===== config.mk =====
export PLATFORM = sky130hd
export DESIGN_NAME = herr_regs
export DESIGN_NICKNAME = d
export VERILOG_FILES = /design/src/include/herr_pkg.sv /design/src/core/herr_retry_cnt.sv /design/src/core/herr_regs.sv
export SDC_FILE = /design/constraint.sdc
export NUM_CORES = 1
export LEC_CHECK = 0
export ABC_AREA = 1
export BUFFER_PORTS_ARGS = -buffer_cell sky130_fd_sc_hd__buf_4
export CORE_ASPECT_RATIO = 0.9
export CORE_MARGIN = 3
export CORE_UTILIZATION = 40
export CTS_CLUSTER_SIZE = 20
export DETAILED_ROUTE_END_ITERATION = 6
export PLACE_DENSITY = 0.67
export SYNTH_ARGS = -nofsm -noshare
export SYNTH_HDL_FRONTEND = slang
export SYNTH_SLANG_ARGS = --single-unit

===== constraint.sdc =====
create_clock -name clk -period 1.5 [get_ports clk]
set_input_delay 0.15 -clock clk [delete_from_list [all_inputs] [get_ports clk]]
set_output_delay 0.15 -clock clk [all_outputs]
set_load 0.01 [all_outputs]

===== src/include/herr_pkg.sv =====
// constants for the host bridge error reporting and retry timer block
`default_nettype none
package herr_pkg;
  localparam logic [7:0] ADDR_CMD = 8'hc0;
  localparam logic [7:0] ADDR_STS = 8'hc4;
  localparam logic [7:0] ADDR_RTMR = 8'hc8;
  localparam logic [31:0] CMD_RESET = 32'h00000010;
  localparam logic [31:0] CMD_MASK = 32'h00003fdd;
  localparam logic [31:0] STS_MASK = 32'h001f0a0d;
  localparam logic [31:0] RTMR_RESET = 32'h00000003;
  localparam logic [31:0] RTMR_MASK = 32'hffff001f;
  localparam int CMD_HARDFAIL = 13;
  localparam int CMD_MABORT = 12;
  localparam int CMD_UNCORR = 11;
  localparam int CMD_CORR = 10;
  localparam int CMD_TOREP = 9;
  localparam int CMD_WDOG = 8;
  localparam int CMD_AE2SERR = 7;
  localparam int CMD_BE2SERR = 6;
  localparam int CMD_BE2INIT = 4;
  localparam int CMD_PV2INIT = 3;
  localparam int CMD_BUS_ERROR_SIGNAL = 2;
  localparam int CMD_ADDRESS_ERROR_SIGNAL = 0;
  localparam int STS_HFAIL = 20;
  localparam int STS_APAR = 19;
  localparam int STS_RPAR = 18;
  localparam int STS_CORR = 17;
  localparam int STS_PROT = 16;
  localparam int STS_UNCORR = 11;
  localparam int STS_TMO = 9;
  localparam int STS_INIT = 3;
  localparam int STS_BUS_ERROR_SIGNAL = 2;
  localparam int STS_ADDRESS_ERROR_SIGNAL = 0;
  localparam int RT_HOST_LSB = 16;
  localparam int RT_PCI_LSB = 2;
  localparam int RT_CNT_EN = 1;
  localparam int RT_PARK_EN = 0;
  localparam int CLK_MHZ = 20;
  localparam int WDOG_SHORT_US = 1500;
  localparam int WDOG_LONG_US = 30000;
  localparam int WDOG_SHORT_CYC = WDOG_SHORT_US * CLK_MHZ;
  localparam int WDOG_LONG_CYC = WDOG_LONG_US * CLK_MHZ;
  localparam logic [2:0] PCI_CODE_MAX = 3'h4;
  localparam logic [7:0] PCI_BASE_CNT = 8'h08;
endpackage : herr_pkg
`default_nettype wire


===== src/core/herr_retry_cnt.sv =====
// reloadable down counter giving a one-cycle expiry pulse
`default_nettype none
module herr_retry_cnt #(
  parameter int WIDTH = 16
) (
  input wire logic clk,
  input wire logic rst,
  input wire logic start,
  input wire logic tick,
  input wire logic [WIDTH-1:0] load,
  output logic expired
);
  logic [WIDTH-1:0] cnt_ff;
  logic run_ff;

  always_ff @(posedge clk)
  begin
    if (rst)
    begin
      cnt_ff <= '0;
      run_ff <= 1'b0;
      expired <= 1'b0;
    end
    else
    begin
      expired <= 1'b0;
      if (start)
      begin
        cnt_ff <= load;
        run_ff <= (load != '0);
      end
      else if (run_ff && tick)
      begin
        if (cnt_ff == WIDTH'(1))
        begin
          run_ff <= 1'b0;
          expired <= 1'b1;
        end
        cnt_ff <= cnt_ff - WIDTH'(1);
      end
    end
  end
endmodule : herr_retry_cnt
`default_nettype wire


===== src/core/herr_regs.sv =====
// error reporting command/status and retry timer register bank
`default_nettype none
module herr_regs #(
  parameter int WDOG_SHORT = herr_pkg::WDOG_SHORT_CYC,
  parameter int WDOG_LONG = herr_pkg::WDOG_LONG_CYC,
  parameter bit AUX_BRIDGE = 1'b0
) (
  input wire logic clk,
  input wire logic rst,
  input wire logic [7:0] regAddr,
  input wire logic regWr,
  input wire logic regRd,
  input wire logic [31:0] regWdata,
  output logic [31:0] regRdata,
  input wire logic hostResetN,
  input wire logic [1:0] addrStrap,
  input wire logic pciSerrEn,
  input wire logic wdogLongSel,
  input wire logic pciClkTick,
  input wire logic hostReqError,
  input wire logic hostReqPerr,
  input wire logic pciMasterAbort,
  input wire logic hostRespPhase,
  input wire logic ioqNotEmpty,
  input wire logic unclaimedTxn,
  input wire logic eccSingle,
  input wire logic eccMulti,
  input wire logic addrParErr,
  input wire logic reqParErr,
  input wire logic protViol,
  input wire logic hardFailRsp,
  input wire logic hardFailPosted,
  input wire logic secondAerr,
  input wire logic busErrorSeen,
  input wire logic busInitSeen,
  input wire logic addrErrSeen,
  input wire logic busErrCond,
  input wire logic outRdRetried,
  input wire logic retriedAgentBack,
  input wire logic inRetried,
  input wire logic pciParkSeen,
  output logic hardFailOut,
  output logic serrOut,
  output logic readAllOnes,
  output logic pciMabortSts,
  output logic eccCorrectEn,
  output logic wdogClaim,
  output logic busErrorOut,
  output logic busInitOut,
  output logic addrErrorOut,
  output logic inPostReenable,
  output logic outPostReenable
);
  import herr_pkg::*;

  logic [31:0] cmdFf;
  logic [31:0] stsFf;
  logic [31:0] rtmrFf;
  logic hostResetHiFf;
  logic aerrInEnFf;
  logic berrInEnFf;
  logic [2:0] hostResetSync;
  logic [2:0] busErrSync;
  logic [2:0] addrErrSync;
  logic [31:0] wdogCntFf;
  logic timeoutEv;
  logic [31:0] nxt_sts;
  logic [31:0] setVec;
  logic [7:0] pciLoad;
  logic hostExp;
  logic pciExp;
  logic reportEv;

  // three-flop synchronisers for pins
  always_ff @(posedge clk)
  begin
    if (rst)
    begin
      hostResetSync <= 3'h0;
      busErrSync <= 3'h0;
      addrErrSync <= 3'h0;
    end
    else
    begin
      hostResetSync <= {hostResetSync[1:0], hostResetN};
      busErrSync <= {busErrSync[1:0], busErrorSeen};
      addrErrSync <= {addrErrSync[1:0], addrErrSeen};
    end
  end

  // strap capture at reset rising edge
  always_ff @(posedge clk)
  begin
    if (rst)
    begin
      aerrInEnFf <= 1'b0;
      berrInEnFf <= 1'b0;
      hostResetHiFf <= 1'b0;
    end
    else if (hostResetSync[2] == hostResetSync[1])
    begin
      // filtered level follows once the last two stages agree
      hostResetHiFf <= hostResetSync[2];
      if (hostResetSync[2] && !hostResetHiFf)
      begin
        aerrInEnFf <= addrStrap[0];
        berrInEnFf <= addrStrap[1];
      end
    end
  end

  // command and retry timer registers
  always_ff @(posedge clk)
  begin
    if (rst)
    begin
      cmdFf <= CMD_RESET;
      rtmrFf <= RTMR_RESET;
    end
    else if (regWr)
    begin
      if (regAddr == ADDR_CMD)
        cmdFf <= regWdata & CMD_MASK;
      if (regAddr == ADDR_RTMR)
        rtmrFf <= regWdata & RTMR_MASK;
    end
  end

  // host bus watchdog
  always_ff @(posedge clk)
  begin
    if (rst || !cmdFf[CMD_WDOG] || AUX_BRIDGE || hostRespPhase || !ioqNotEmpty)
      wdogCntFf <= 32'h0;
    else
      wdogCntFf <= wdogCntFf + 32'h1;
  end
  assign timeoutEv = (wdogCntFf == 32'(wdogLongSel ? WDOG_LONG : WDOG_SHORT)) && !AUX_BRIDGE;

  assign reportEv = (hostReqError && !hostReqPerr) || (pciMasterAbort && cmdFf[CMD_MABORT])
    || (timeoutEv && cmdFf[CMD_TOREP]);

  always_comb
  begin
    setVec = 32'h0;
    setVec[STS_HFAIL] = (hardFailRsp && !hardFailPosted) || secondAerr;
    setVec[STS_APAR] = addrParErr;
    setVec[STS_RPAR] = reqParErr;
    setVec[STS_CORR] = eccSingle;
    setVec[STS_PROT] = protViol;
    setVec[STS_UNCORR] = eccMulti;
    setVec[STS_TMO] = timeoutEv;
    setVec[STS_INIT] = busInitSeen;
    setVec[STS_BUS_ERROR_SIGNAL] = busErrSync[2] & busErrSync[1];
    setVec[STS_ADDRESS_ERROR_SIGNAL] = addrErrSync[2] & addrErrSync[1];
    nxt_sts = stsFf;
    if (regWr && regAddr == ADDR_STS)
      nxt_sts = stsFf & ~regWdata;
    nxt_sts = (nxt_sts | setVec) & STS_MASK;
  end

  always_ff @(posedge clk)
  begin
    if (rst)
      stsFf <= 32'h0;
    else
      stsFf <= nxt_sts;
  end

  // read mux
  always_ff @(posedge clk)
  begin
    if (rst)
      regRdata <= 32'h0;
    else if (regRd)
    begin
      unique case (regAddr)
        ADDR_CMD: regRdata <= cmdFf;
        ADDR_STS: regRdata <= stsFf;
        ADDR_RTMR: regRdata <= rtmrFf;
        default: regRdata <= 32'h0;
      endcase
    end
  end

  // error signalling outputs
  always_ff @(posedge clk)
  begin
    if (rst)
    begin
      hardFailOut <= 1'b0;
      serrOut <= 1'b0;
      readAllOnes <= 1'b0;
      pciMabortSts <= 1'b0;
      eccCorrectEn <= 1'b0;
      wdogClaim <= 1'b0;
      busErrorOut <= 1'b0;
      busInitOut <= 1'b0;
      addrErrorOut <= 1'b0;
    end
    else
    begin
      hardFailOut <= reportEv && cmdFf[CMD_HARDFAIL];
      serrOut <= (reportEv && !cmdFf[CMD_HARDFAIL])
        || (cmdFf[CMD_AE2SERR] && aerrInEnFf && pciSerrEn && addrErrSync[2] && addrErrSync[1])
        || (cmdFf[CMD_BE2SERR] && berrInEnFf && busErrSync[2] && busErrSync[1]);
      readAllOnes <= (pciMasterAbort && cmdFf[CMD_MABORT]) || (timeoutEv && cmdFf[CMD_TOREP]);
      pciMabortSts <= pciMasterAbort;
      eccCorrectEn <= cmdFf[CMD_CORR];
      wdogClaim <= timeoutEv && cmdFf[CMD_WDOG] && unclaimedTxn;
      busErrorOut <= cmdFf[CMD_BUS_ERROR_SIGNAL] && (busErrCond || (eccMulti && cmdFf[CMD_UNCORR]));
      busInitOut <= (cmdFf[CMD_BE2INIT] && busErrSync[2] && busErrSync[1])
        || (cmdFf[CMD_PV2INIT] && protViol);
      addrErrorOut <= cmdFf[CMD_ADDRESS_ERROR_SIGNAL] && reqParErr;
    end
  end

  // retry counters
  always_comb
  begin
    pciLoad = 8'h0;
    if (rtmrFf[RT_PCI_LSB +: 3] != 3'h0 && rtmrFf[RT_PCI_LSB +: 3] <= PCI_CODE_MAX)
      pciLoad = PCI_BASE_CNT << rtmrFf[RT_PCI_LSB +: 3];
  end

  herr_retry_cnt #(.WIDTH(16)) u_host_cnt (
    .clk(clk),
    .rst(rst || retriedAgentBack),
    .start(outRdRetried),
    .tick(1'b1),
    .load(rtmrFf[RT_HOST_LSB +: 16]),
    .expired(hostExp)
  );

  herr_retry_cnt #(.WIDTH(8)) u_pci_cnt (
    .clk(clk),
    .rst(rst),
    .start(inRetried),
    .tick(pciClkTick),
    .load(pciLoad),
    .expired(pciExp)
  );

  always_ff @(posedge clk)
  begin
    if (rst)
    begin
      inPostReenable <= 1'b0;
      outPostReenable <= 1'b0;
    end
    else
    begin
      inPostReenable <= hostExp;
      outPostReenable <= (rtmrFf[RT_CNT_EN] && pciExp) || (rtmrFf[RT_PARK_EN] && pciParkSeen);
    end
  end

  AST_STS_CLEAR: assert property (@(posedge clk) disable iff (rst)
    (regWr && regAddr == ADDR_STS && regWdata[STS_PROT] && !protViol) |=> !stsFf[STS_PROT])
    else $error("status flag not cleared");
  AST_STS_SET_WINS: assert property (@(posedge clk) disable iff (rst)
    protViol |=> stsFf[STS_PROT])
    else $error("protocol flag lost");
  AST_HF_SERR: assert property (@(posedge clk) disable iff (rst)
    (reportEv && cmdFf[CMD_HARDFAIL]) |=> hardFailOut)
    else $error("hard fail missing");
  AST_MABORT: assert property (@(posedge clk) disable iff (rst)
    pciMasterAbort |=> pciMabortSts)
    else $error("master abort status missing");
  AST_CORR: assert property (@(posedge clk) disable iff (rst)
    eccSingle |=> stsFf[STS_CORR])
    else $error("corrected flag missing");
  AST_ADDR_ERR: assert property (@(posedge clk) disable iff (rst)
    (reqParErr && cmdFf[CMD_ADDRESS_ERROR_SIGNAL]) |=> addrErrorOut)
    else $error("address error not driven");
  AST_RSVD: assert property (@(posedge clk) disable iff (rst)
    (cmdFf & ~CMD_MASK) == 32'h0 && (rtmrFf & ~RTMR_MASK) == 32'h0)
    else $error("reserved bit set");
  AST_PARK: assert property (@(posedge clk) disable iff (rst)
    (pciParkSeen && rtmrFf[RT_PARK_EN]) |=> outPostReenable)
    else $error("parking re-enable missing");
  COV_TMO: cover property (@(posedge clk) timeoutEv);
  COV_HOSTEXP: cover property (@(posedge clk) hostExp);
  COV_PCIEXP: cover property (@(posedge clk) pciExp);
endmodule : herr_regs
`default_nettype wire


Yosys cells after proc, flatten, opt, wreduce, memory -nomap -nowiden

Cells that the tools add are included.

Output and inout bits: 43
Register bits: 158
Logic and storage cells: 121

Order comparisons: 1
Multiplexer cells: 16
Shift-type cells: 1
Reduce and logical (&&, ||, !) cells: 58
$add $sub $neg: 3
Bitwise operators: 7
Equality and inequality tests: 7

Operators by type and width:

| operator              | number |
|---|---|
| $pmux 32 s3           | 1 |
| $add 32x1->32 const B | 1 |
| $eq 32x20->1          | 1 |
| $mux 16               | 2 |
| $logic_and 1x1->1     | 27 |
| $eq 8x8->1 const B    | 3 |
| $mux 8                | 3 |
| $and 21x21->21        | 1 |
| $mux 21               | 1 |
| $not 21->21           | 1 |
| $or 21x21->21         | 1 |
| $mux 20               | 1 |
| $eq 16x1->1 const B   | 1 |
| $reduce_bool 16->1    | 1 |
| $sub 16x1->16 const B | 1 |
| $logic_or 1x1->1      | 13 |
| $eq 8x1->1 const B    | 1 |
| $mux 1                | 8 |
| $reduce_and 2->1      | 4 |
| $reduce_bool 8->1     | 1 |
| $shl 4x3->8 const A   | 1 |
| $sub 8x1->8 const B   | 1 |
| $logic_not 1->1       | 6 |
| $reduce_bool 2->1     | 3 |
| other kinds (6)       | 9 |

Depth between registers and ports, before layout

Word-level depth: 7
Depth in mapped cells: 12
Gate-level depth less buffers: 12

By module

Synthesis repeated with hierarchy kept, for this count alone.

Cells, all modules: 1070
Area total of the unflattened synthesis: 7402.1 um^2

By module, submodules not included:

| module                      | times used | cells an instance | sequential area each (um^2) | area each (um^2) |
|---|---|---|---|---|
| herr_regs                   | 1          | 768               | 2542.4                      | 5486.5 |
| herr_retry_cnt (u_host_cnt) | 1          | 200               | 360.3                       | 1257.5 |
| herr_retry_cnt (u_pci_cnt)  | 1          | 102               | 200.2                       | 658.1 |

Least setup slack after synthesis

No wires, ideal clock.

Path type: flip-flop to flip-flop
From: register wdogCntFf[0]
To: register wdogCntFf[28]
Arrival: 1326 ps
Setup slack: 103 ps
Cell stages (with the launch flop): 9
Cell sequence: dfxtp_1 -> ha_1 -> nand2_1 -> inv_1 -> nand2_1 -> nor2_1 -> nand4_1 -> or2_1 -> a21oi_1

Longest elaborated chain between the ends: 1

RTL lines:

| element                | line             | source |
|---|---|---|
| start, declared        | herr_regs.sv:65  | `logic [31:0] wdogCntFf;` |
| start signal, assigned | herr_regs.sv:135 | `wdogCntFf <= wdogCntFf + 32'h1;` |
| $add 32x1->32          | herr_regs.sv:135 |  |

Every way passes these cells.
A chain may end at the register's enable or synchronous reset.

Final worst setup path

From: register wdogCntFf[0]
To: register wdogCntFf[25]

The elaborated chain is that of the path after synthesis.

==> impl_metrics.yaml <==
detailed_routing:
  via_per_inst: 5.01
  wl_mm: 20.8
  drtAntennaViolNets: 0
  drtIter0Drc: 460
  drc: 0
  drtPass1Iterations: 5
  vias: 7179
  wl_per_cell_um: 14.5
die:
  coreArea_mm2: 0.0170
  io_pins: 115
  placementRows: 45
  fp.dieW_um: 145
  die_h_um: 131
  die-area_mm2: 0.0191
  start_util: 0.411
sta:
  skew_ns: 0.0103
  rsz0062_at_grt: "true"
  drv_slew: 0
  finalHoldViolations: 0
  worst_slack_ns: 0.00436
  setup-tns-final_ns: 0
  timing.fmax_mhz: 669
  fin_crit_ns: 1.50
  layout_worst_path_cycle_share: 0.997
  setup-violations-final: 0
clock_tree:
  cts_buffer_depth: 2
  clk_pin_slew_worst_paths_ns: 0.07
  cts.sinks: 155
  cts_root_buf: "clkbuf_16"
  clkLatencyLatePin_ns: 0.42
  htreeDepth: 4
  cts_tree: "yes"
  cts_made_buffers: 17
placed_design:
  dp.cells: 1357
  pre_cts_ws_ns: -0.214
  place.gp.congestion: 0.886
  dp_hpwl_mm: 14.4
  portBuffers: 108
global_route:
  gr-total-overflow: 0
  track_usage: 0.208
  grt_max_degree: 44
  grt_pass1_wl_mm: 32.8
  antenna_found_initial: 0
  first_global_vias: 6696
layout:
  final_util: 0.578
  final_layout_size_suffix_gt1_frac: 0.261
  antenna_cells: 0
  areaGrowthSynthToFinish_pct: 40.5
  nNetsFinal: 1266
  stdcell_count: 1434
yosys:
  yosysUniqueCellTypes: 50
  synth_edf_count: 0
  yosys_register_bits: 155
  async_flop_share: 0
  ys.flop_type: "dfxtp_1"
  yosys_warnings: 0
  postSynthCellCount: 988
  seq_area_frac_synth: 0.443
  synthesis.area_mm2: 0.00700
  avgSynthCellArea_um2: 7.08
run:
  maxCapViolCount: 0
setup_path:
  worstReg2RegStart: "wdogCntFf[0]"
  worstSetupEndpointType: "register"
  path_class: "register to register"
  reg2reg_depth: 8
  crit_arrival_ns: 1.85
  reg2reg_to: "wdogCntFf[25]"
  cp_max_fo: 5
  worst-r2r-setup-slack_ns: 0.004
  critPathLaunchType: "register"
  worstPathRequired_ns: 1.86
min_path:
  holdPathEnd: "stsFf[20]"
  hp-class: "input port to register"
  hp-start: "regWdata[20]"
  holdPathStages: 4
run_status:
  status: "finished, final reports clean"
pwr:
  p_per_area_mw_per_mm2: 942
  p_leak_nw: 4.01
  peakVddDrop_v: 0.000792
[final cells by class]
| type | count | area, um2 |
|---|---|---|
| Tap cell | 235 | 294 |
| Sequential cell | 155 | 3140 |
| Timing Repair Buffer | 211 | 1720 |
| Clock inverter | 15 | 188 |
| Multi-Input combinational cell | 687 | 3630 |
| Fill cell | 1562 | 7170 |
| Inverter | 114 | 434 |
| Clock buffer | 17 | 425 |
[how the worst max path moves through the flow]
stage,slack (ns),depth (start not counted),from,end
after global placement,-0.17,8,regAddr[1],stsFf[3]
after global routing,-0.07,8,wdogCntFf[0],wdogCntFf[25]
after CTS,0.0009,6,rst,u_host_cnt.cnt_ff[2]
final,0.004,8,wdogCntFf[0],wdogCntFf[25]
after detailed placement,-0.21,8,regAddr[1],stsFf[3]
after floorplan,0.10,8,wdogCntFf[0],wdogCntFf[28]
[where the power goes]
part | internal (mW) | switching (mW)
Sequential | 4.16 | 0.0321
Combinational | 0.289 | 0.282
Clock | 2.65 | 1.84
[cells in the mapped netlist, types with 4 or more instances]
cell,instances,share of area
nand2_1,230,0.12
dfxtp_1,155,0.44
nor2_1,124,0.067
inv_1,107,0.057
a21oi_1,94,0.067
o21ai_0,73,0.052
nand3_1,38,0.027
nor3_1,24,0.017
clkbuf_1,22,0.012
a31oi_1,12,0.011
xor2_1,12,0.015
nand4_1,9,0.0080
nor4_1,9,0.0080
ha_1,8,0.014
a22oi_1,5,0.0054
xnor2_1,5,0.0063
buf_2,4,0.0029
inv_2,4,0.0021
nor3b_1,4,0.0043
o211ai_1,4,0.0043
[critical path, stage by stage (launching register included)]
cell      delay [ns]
dfxtp_4         0.38
buf_6           0.11
nand3_4         0.09
nor2_4          0.13
nand4_4         0.15
nor2_4          0.18
nand2_4         0.09
o21bai_1        0.14
and3_1          0.17
[routing by layer]
| metal | vias up | track usage | wire, um |
|---|---|---|---|
| li1 | 3604 | - | - |
| met5 | - | 0 | 0 |
| met3 | 34 | 0.0500 | 1440 |
| met4 | 0 | 0.0796 | 573 |
| met1 | 3285 | 0.279 | 9130 |
| met2 | 256 | 0.327 | 9650 |
[through the flow]
step | hold slack (ns) | total power [mW] | instance area (um2)
after floorplan | 0.257 | 4.51 | 7000
after global placement | 0.353 | 4.77 | 8420
after detailed placement | 0.357 | 4.77 | 8420
after CTS | 0.00297 | 9.30 | 9440
after global routing | 0.0158 | 9.54 | 9830
final | 0.0193 | 9.26 | 9830
[sequential cells by signal (all words and copies together) (netlist names), 3 cells and up]
signal	count
wdogCntFf	32
u_host_cnt.cnt_ff	16
u_pci_cnt.cnt_ff	8
addrErrSync	3
rtmrFf	21
hostResetSync	3
busErrSync	3
stsFf	10
regRdata	29
cmdFf	12
[layout by cell type (no fill, tap or decap), types with 4 or more instances in the layout]
| master | Yosys | layout |
|---|---|---|
| o21ai_1 | 1 | 6 |
| nand4_1 | 9 | 9 |
| nand3_2 | 1 | 6 |
| inv_1 | 107 | 100 |
| nor3_4 | 1 | 5 |
| inv_6 | 0 | 4 |
| dfxtp_1 | 155 | 135 |
| dlygate4sd3_1 | 0 | 33 |
| nor2_4 | 3 | 10 |
| clkbuf_16 | 0 | 17 |
| buf_12 | 0 | 4 |
| a22oi_1 | 5 | 5 |
| inv_2 | 4 | 9 |
| nor2_1 | 124 | 111 |
| nor3b_2 | 1 | 4 |
| o21ai_0 | 73 | 67 |
| a21oi_1 | 94 | 92 |
| nor2_2 | 2 | 8 |
| nor3_2 | 2 | 10 |
| buf_4 | 3 | 172 |
| nand2_1 | 230 | 219 |
| nand3_1 | 38 | 32 |
| nor3_1 | 24 | 12 |
| xnor2_1 | 5 | 5 |
| nand2_2 | 2 | 11 |
| dfxtp_2 | 0 | 17 |
| o211ai_1 | 4 | 4 |
| ha_1 | 8 | 5 |
| a31oi_1 | 12 | 12 |
| xor2_1 | 12 | 12 |
| nor4_1 | 9 | 7 |
[timing repair]
item                                    4_1_cts  5_1_grt
hold buffers                                 33        0
resized for setup                            17       95
endpoints found under the setup margin       17       44
pin swaps                                     3       24
setup buffers                                 2       10
hold endpoints to repair                     37        0
[logic make-up after synthesis]
group                    after synthesis  share of synthesized area
AO/OA/AOI/OAI                        197                      0.150
XOR/XNOR                              17                     0.0213
adder cells (fa/ha/maj)                8                     0.0143
buffers and inverters                148                     0.0849
flip-flops                           155                      0.443
other                                  1                   0.000536
AND/OR/NAND/NOR                      462                      0.285
No activity file was read; power rests on OpenSTA's default activity.
